**config.mk**
```make
export PLATFORM = sky130hd
export DESIGN_NAME = program_memory_read_limit
export DESIGN_NICKNAME = d
export VERILOG_FILES = /design/src/hdl/read_limit_pkg.sv /design/src/hdl/partition_compare.sv /design/src/hdl/program_memory_read_limit.sv
export VERILOG_INCLUDE_DIRS = /design/src /design/src/hdl
export SDC_FILE = /design/constraint.sdc
export NUM_CORES = 1
export LEC_CHECK = 0
export BUFFER_PORTS_ARGS = -buffer_cell sky130_fd_sc_hd__buf_2
export CAP_MARGIN = 10
export CORE_MARGIN = 2
export CORE_UTILIZATION = 44
export CTS_BUF_LIST = sky130_fd_sc_hd__clkbuf_16
export DETAILED_ROUTE_END_ITERATION = 7
export GPL_TIMING_DRIVEN = 0
export PLACE_DENSITY = 0.81
export SLEW_MARGIN = 0
export SYNTH_ARGS = -nofsm -noshare
export SYNTH_HDL_FRONTEND = slang
export SYNTH_SLANG_ARGS = --single-unit
```
**constraint.sdc**
```tcl
create_clock -name clk_i -period 3.8 [get_ports clk_i]
set_input_delay 0.76 -clock clk_i [delete_from_list [all_inputs] [get_ports clk_i]]
set_output_delay 0.76 -clock clk_i [all_outputs]
set_load 0.02 [all_outputs]
```
**src/hdl/read_limit_consts.svh**
```systemverilog
`ifndef READ_LIMIT_CONSTS_SVH
`define READ_LIMIT_CONSTS_SVH

`define ACCESS_LIMIT_ADDR  8'hB7
`define ACCESS_LIMIT_RESET 8'h00
`define LIMIT_LOW_BYTE     8'h00
`define BLOCKED_DATA       8'h00
`define IDLE_DATA          8'h00

`endif

```
**src/hdl/read_limit_pkg.sv**
```systemverilog
package read_limit_pkg;
  typedef enum logic [1:0] {
    LOCK_OPEN = 2'b01,
    LOCK_SET  = 2'b10
  } lock_state_t;
endpackage

```
**src/hdl/partition_compare.sv**
```systemverilog
`timescale 1ns/1ps
`include "read_limit_consts.svh"
module partition_compare #(
  parameter int ADDR_W = 16
) (
  input  wire logic [ADDR_W-1:0] addr_i,
  input  wire logic [ADDR_W-1:0] limit_i,
  output logic                   lower_o
);
  // Lower partition runs from zero up to, not including, the limit
  assign lower_o = (addr_i < limit_i);
endmodule

```
**src/hdl/program_memory_read_limit.sv**
```systemverilog
`timescale 1ns/1ps
`include "read_limit_consts.svh"
module program_memory_read_limit
  import read_limit_pkg::*;
#(
  parameter int ADDR_W = 16
) (
  input  wire logic              clk_i,
  input  wire logic              rst_n_i,
  input  wire logic              reg_wr_i,
  input  wire logic              reg_rd_i,
  input  wire logic [7:0]        reg_addr_i,
  input  wire logic [7:0]        reg_wdata_i,
  output logic      [7:0]        reg_rdata_o,
  input  wire logic [ADDR_W-1:0] exec_pc_i,
  input  wire logic              fetch_req_i,
  input  wire logic [ADDR_W-1:0] fetch_addr_i,
  input  wire logic              code_rd_req_i,
  input  wire logic [ADDR_W-1:0] code_rd_addr_i,
  input  wire logic [7:0]        flash_rdata_i,
  output logic                   fetch_grant_o,
  output logic      [7:0]        code_rd_data_o,
  output logic                   code_rd_valid_o,
  input  wire logic              flash_wr_req_i,
  input  wire logic [ADDR_W-1:0] flash_wr_addr_i,
  output logic                   flash_wr_en_o,
  output logic                   flash_wr_blocked_o,
  output logic      [ADDR_W-1:0] software_read_limit_o
);
  localparam int CMP_N    = 4;
  localparam int CMP_PC   = 0;
  localparam int CMP_SRC  = 1;
  localparam int CMP_WR   = 2;
  localparam int CMP_FTCH = 3;

  logic [7:0]        access_limit_high_byte;
  lock_state_t       lock_state;
  lock_state_t       next_lock_state;
  logic [ADDR_W-1:0] cmp_addr [CMP_N];
  logic [CMP_N-1:0]  cmp_lower;
  logic              pc_lower;
  logic              src_lower;
  logic              wr_lower;
  logic              fetch_lower;
  logic              reg_hit;
  logic              reg_read_hit;
  logic              write_take;
  logic              rd_block;
  logic              wr_block;
  logic [ADDR_W-1:0] limit;
  logic [7:0]        next_rd_data;
  logic [7:0]        next_reg_rdata;
  logic [7:0]        next_code_rd_data;
  logic              next_wr_en;
  logic              next_wr_blocked;

  // Limit sits on a 256-byte grain: stored byte high, low byte zero
  assign limit        = {access_limit_high_byte, `LIMIT_LOW_BYTE};
  assign reg_hit      = (reg_addr_i == `ACCESS_LIMIT_ADDR);
  assign reg_read_hit = reg_rd_i && reg_hit;
  assign write_take   = reg_wr_i && reg_hit && (lock_state == LOCK_OPEN);

  // Every address that is placed against the limit gets its own comparator
  assign cmp_addr[CMP_PC]   = exec_pc_i;
  assign cmp_addr[CMP_SRC]  = code_rd_addr_i;
  assign cmp_addr[CMP_WR]   = flash_wr_addr_i;
  assign cmp_addr[CMP_FTCH] = fetch_addr_i;

  for (genvar i = 0; i < CMP_N; i++) begin : g_cmp
    partition_compare #(
      .ADDR_W(ADDR_W)
    ) u_cmp (
      .addr_i  (cmp_addr[i]),
      .limit_i (limit),
      .lower_o (cmp_lower[i])
    );
  end

  assign pc_lower    = cmp_lower[CMP_PC];
  assign src_lower   = cmp_lower[CMP_SRC];
  assign wr_lower    = cmp_lower[CMP_WR];
  assign fetch_lower = cmp_lower[CMP_FTCH];

  // Only code running at or above the limit is fenced off from the protected part
  assign rd_block          = !pc_lower && src_lower;
  assign wr_block          = !pc_lower && wr_lower;
  assign next_rd_data      = rd_block ? `BLOCKED_DATA : flash_rdata_i;
  assign next_code_rd_data = code_rd_req_i ? next_rd_data : `IDLE_DATA;
  assign next_reg_rdata    = reg_read_hit ? access_limit_high_byte : `IDLE_DATA;
  assign next_wr_en        = flash_wr_req_i && !wr_block;
  assign next_wr_blocked   = flash_wr_req_i && wr_block;

  // One-shot lock: the first accepted write closes the register until reset
  always_comb begin
    case (lock_state)
      LOCK_OPEN: begin
        next_lock_state = write_take ? LOCK_SET : LOCK_OPEN;
      end
      LOCK_SET: begin
        next_lock_state = LOCK_SET;
      end
      default: begin
        // An illegal code keeps the register shut rather than reopening it
        next_lock_state = LOCK_SET;
      end
    endcase
  end

  always_ff @(posedge clk_i or negedge rst_n_i) begin
    if (!rst_n_i) begin
      lock_state <= LOCK_OPEN;
    end else begin
      lock_state <= next_lock_state;
    end
  end

  always_ff @(posedge clk_i or negedge rst_n_i) begin
    if (!rst_n_i) begin
      access_limit_high_byte <= `ACCESS_LIMIT_RESET;
    end else if (write_take) begin
      access_limit_high_byte <= reg_wdata_i;
    end
  end

  always_ff @(posedge clk_i or negedge rst_n_i) begin
    if (!rst_n_i) begin
      reg_rdata_o <= `IDLE_DATA;
    end else begin
      reg_rdata_o <= next_reg_rdata;
    end
  end

  // Fetches are never held against the limit, so calls into protected code run
  always_ff @(posedge clk_i or negedge rst_n_i) begin
    if (!rst_n_i) begin
      fetch_grant_o <= 1'b0;
    end else begin
      fetch_grant_o <= fetch_req_i;
    end
  end

  always_ff @(posedge clk_i or negedge rst_n_i) begin
    if (!rst_n_i) begin
      code_rd_data_o  <= `IDLE_DATA;
      code_rd_valid_o <= 1'b0;
    end else begin
      code_rd_data_o  <= next_code_rd_data;
      code_rd_valid_o <= code_rd_req_i;
    end
  end

  always_ff @(posedge clk_i or negedge rst_n_i) begin
    if (!rst_n_i) begin
      flash_wr_en_o      <= 1'b0;
      flash_wr_blocked_o <= 1'b0;
    end else begin
      flash_wr_en_o      <= next_wr_en;
      flash_wr_blocked_o <= next_wr_blocked;
    end
  end

  always_ff @(posedge clk_i or negedge rst_n_i) begin
    if (!rst_n_i) begin
      software_read_limit_o <= '0;
    end else begin
      software_read_limit_o <= limit;
    end
  end
endmodule

```
; Word level (Yosys, flattened, before mapping)
; Cells that the tools add are included.
[totals]
register_bits = 38
in_bits = 95
output_inout_bits = 36
elab_cells = 28
[op_classes]
order_cmp = 3
eq_ne = 2
muxes = 5
n_reduce_logical = 9
[ops]
columns = cell, n
row1 = 16-bit < comparator, 3
row2 = 8-bit two-way mux, 3
row3 = 8-bit == test (second input constant), 1
row4 = 1-bit logical AND, 7
row5 = 2-bit two-way mux, 2
row6 = 2-bit by 1-bit == test with 1-bit output (second input constant), 1
row7 = 1-bit logical NOT, 2

; Depth between registers and ports, before layout
[logic_depth]
ltp_word = 5
depth_mapped = 6
depth_no_buf = 6

; Modules after synthesis
; A second synthesis with hierarchy kept.
[hier_totals]
hier_cells = 241
hier_area_um2 = 2449.8
[modules_own_cells]
columns = module, instances, cells_per_inst, area_each_um2, seq_area_each_um2
row1 = program_memory_read_limit, 1, 85, 1323.8, 952.2
row2 = partition_compare, 3, 52, 375.4, 0.0

; Worst setup path before layout
; OpenSTA, ideal clock, no wires.
[synth_timing]
kind = in2reg
from = input exec_pc_i[10]
to = register code_rd_data_o[0]
setup_ns = 0.082
arrival_ns = 1.884
required_time_ns = 3.718
slack_ns = 1.834
cell_stages = 5
n_path_buf = 0
path_cell_list = ha_1 -> a211o_1 -> a31oi_2 -> o2111ai_4 -> a31oi_1
[synth_between]
elab_chain_cells = 5
[synth_rtl]
columns = element, line_no
row1 = from (decl), program_memory_read_limit.sv:15  ; input wire logic [ADDR_W-1:0] exec_pc_i,
row2 = 16-bit < comparator, partition_compare.sv:11  ; assign lower_o = (addr_i < limit_i);
row3 = 1-bit logical NOT, program_memory_read_limit.sv:85  ; assign rd_block = !pc_lower && src_lower;
row4 = 1-bit logical AND, program_memory_read_limit.sv:85
row5 = 8-bit two-way mux, program_memory_read_limit.sv:87  ; assign next_rd_data = rd_block ? `BLOCKED_DATA : flash_rdata_i;
row6 = 8-bit two-way mux (no line), n/a
row7 = net next_code_rd_data[0], program_memory_read_limit.sv:53  ; logic [7:0] next_code_rd_data;
row8 = to (signal assigned), program_memory_read_limit.sv:144  ; code_rd_data_o <= `IDLE_DATA;
row9 = to (signal assigned), program_memory_read_limit.sv:147  ; code_rd_data_o <= next_code_rd_data;
row10 = to (decl), program_memory_read_limit.sv:22  ; output logic [7:0] code_rd_data_o,
; The timed path passes the listed nets, and every way through them passes these cells.
; A chain may end at the register's enable or synchronous reset.

; Worst setup path in the final report
; Same ends and word-level chain as after synthesis.

==> results.md <==
* Synth Warn # at 0
* Vias in the first global route at 1,491
* Internal power at 0.000769 W
* Avg Inst Size Synth at 12.6 sq um
* Final non-filler cell area at 2540 sq um
* Initial Util at 46.3%
* Hold crit path type: reg -> reg
* PwrDens at 386 nW/um^2
* Post-CTS Hold Buffers at 0
* Setup TNS at 0 ns
* Initial antenna violation count at 0
* Crit Path Class: in -> reg
* DP HPWL at 3030 um
* Num CTS Buffers at 5
* Worst vdd ir at 0.262 mV
* Core area at approximately 4100 sq um
* Post-synthesis sequential area ratio at 50.7%
* Post-synthesis register bit count at 38
* Fraction of layout cells with a size suffix above 1 at 45.5%
* # IOs at 131
* Tcrit/Tclk final at 51.3%
* Hold slack at 0.424 ns
* Std-Cell Rows at 23
* Grt ovf at 0
* Crit path required time at 3.98 ns
* Clock power share at 46.0%
* CTS tree: done
* Yosys top cell by area: dfrtp_1
* Via count at 1,418
* Syn-to-layout area delta at 35.2%
* Commonest non-fill, non-tap cell in the layout: buf_2
* WL per Instance at 12.8 um
* Final setup vio count at 0
* Clock skew at 0.00465 ns
* Later-pin clock latency in the skew report at 0.27 ns
* Commonest non-fill, non-tap cells in the layout: buf_2, dfrtp_1, ha_1, inv_1, and3_1
* Die width at 69.4 um
* WP data arrival at 2.13 ns
* H-tree level count at 2
* Filler cells at 336
* Drt via density at around 4.8
* CP max FO at 8
* GPL Wtd Cong at 0.833
* Combinational share of power at a little under an eighth
* All-layer global routing usage at 16.9%
* CTS root buf: clkbuf_16
* Total power at between 0.0009 and 0.001 W
* Top cell type's share of synthesized area at 49.3%
* Antenna Violating Nets Remaining at 0
* Sequential Power Share at 42.4%
* Final WL at 3790 um
* Final routed DRC violation total at 0
* Worst slew pin tran at 0.795 ns
* Cells after Synth at 149
* Max-cap violation count at 0
* Fmax at 513 MHz
* Unrepaired setup endpoints after global routing: false
* Die extent in y at 69.4 um
* Slew Limit Fails at 0
* IO Port Bufs at 82
* Reg clk slew, reported paths at 0.05 ns
* Final net count at 361
* # diodes at 0
* Switching Fraction at 21.5%
* Yosys cell types at 35
* Worst rel slew slack at a little under half
* Global-route wire length before repair at 6490 um
* Final hold vios at 0
* Largest net degree at the start of global routing at 39
* Post-CTS Repair Setup Buffers at 0
* Crit path time final at 1.95 ns
* Initial drt markers at 27
* Worst Setup Start Kind: input port
* Post_cts resized at 0
* P_sw at 0.000211 W
* DRT Pass-1 Iters at 4
* Area of placed instances at 2380 sq um
* LEAKAGE at ~1.4 nW
* Largest cells by area after synthesis: dfrtp_1, ha_1, mux2_4, buf_4, inv_1
* Clk sink count at 38
* Die ar. at 4810 sq um
* CP endpoint kind: flop
* Run status: complete, no violations
* Clock buffer depth at 2
* Mapped Area at between 1500 and 2000 sq um
## metal layers
| metal | track usage [%] | routed length, um | up-vias |
|---|---|---|---|
| li1 | - | - | 711 |
| met1 | 20.2 | 1520 | 636 |
| met2 | 29.1 | 1910 | 64 |
| met3 | 4.65 | 299 | 7 |
| met4 | 5.88 | 55 | 0 |
| met5 | 0 | 0 | - |
## sequential cells by signal (all words and copies together) (netlist names)
register and count:
access_limit_high_byte 8, code_rd_data_o 8, reg_rdata_o 8, software_read_limit_o 8, lock_state 2, code_rd_valid_o 1
fetch_grant_o 1, flash_wr_blocked_o 1, flash_wr_en_o 1
## cell type report
class	instances	area, sq um	area share (%)
clock buffers	5	125	4.92
flip-flops and latches	38	952	37.5
repair buffers	82	410	16.1
inverters	16	60.1	2.36
clock inverters	3	37.5	1.48
plain buffers	8	60.1	2.36
multi-input cells	94	833	32.8
well taps	50	62.6	2.46
## synthesized netlist by cell type
library cell  number
nand3_4            1
mux2_4             8
nor2_1             1
o2111ai_4          1
a21o_1             2
a31oi_2            1
nor4b_2            1
nand3_1            1
nor2_4             1
a21oi_1            5
nor2b_1            1
o31a_1             1
o21ai_2            1
a211oi_1           1
dfrtp_1           37
ha_1              21
nand2b_1           1
and4_1             1
o21a_1             2
dfstp_2            1
and2_1             1
inv_1             16
o2111ai_1          1
nand2_1            5
nand4b_4           1
nor3_1             2
o211a_1            1
a211o_1            1
nand4_1            1
o21ai_0            4
nand4b_1           1
buf_4              8
conb_1             1
and3_1             9
a31oi_1            8
## metrics by stage
step	cells	utilization, %	setup WS, ns
finish	296	62.6	1.85
global route	296	62.6	1.76
CTS	296	62.6	1.85
detailed placement	288	58.6	1.58
global placement	288	58.6	1.62
floorplan	156	-	1.83
## kinds of logic after synthesis
group	after synthesis	synth area share, %
AO/OA/AOI/OAI	29	11.5
other	1	0.200
adder cells (fa/ha/maj)	21	14.0
buffers and inverters	24	6.39
flip-flops	38	50.7
multiplexers	8	6.39
AND/OR/NAND/NOR	28	10.9
## power by group through the flow
stage,clock network [W],logic (W),registers (W)
3_3_place_gp,0,0.000111,0.000422
3_5_place_dp,0,0.000114,0.000422
5_1_grt,0.000484,0.000127,0.000416
2_1_floorplan,0,0.0000480,0.000435
4_1_cts,0.000463,0.000115,0.000415
6_report,0.000451,0.000114,0.000415
## final timing paths
kind / slack (ns) / to / from / depth (start not counted)
min in group asynchronous: 0.58 / access_limit_high_byte[5] / rst_n_i / 1
max reg2reg: 1.95 / code_rd_data_o[0] / access_limit_high_byte[2] / 6
max in group asynchronous: 2.73 / code_rd_data_o[1] / rst_n_i / 1
min: 0.42 / software_read_limit_o[10] / access_limit_high_byte[2] / 0
min reg2reg: 0.42 / software_read_limit_o[10] / access_limit_high_byte[2] / 0
max: 1.85 / code_rd_data_o[0] / exec_pc_i[10] / 6
## critical path: stages
cell and delay (ns):
buf_2 0.10, ha_1 0.31, a211o_1 0.30, a31oi_2 0.25, o2111ai_4 0.21, a31oi_1 0.20
Note: power is estimated with default switching activity, not from simulation.
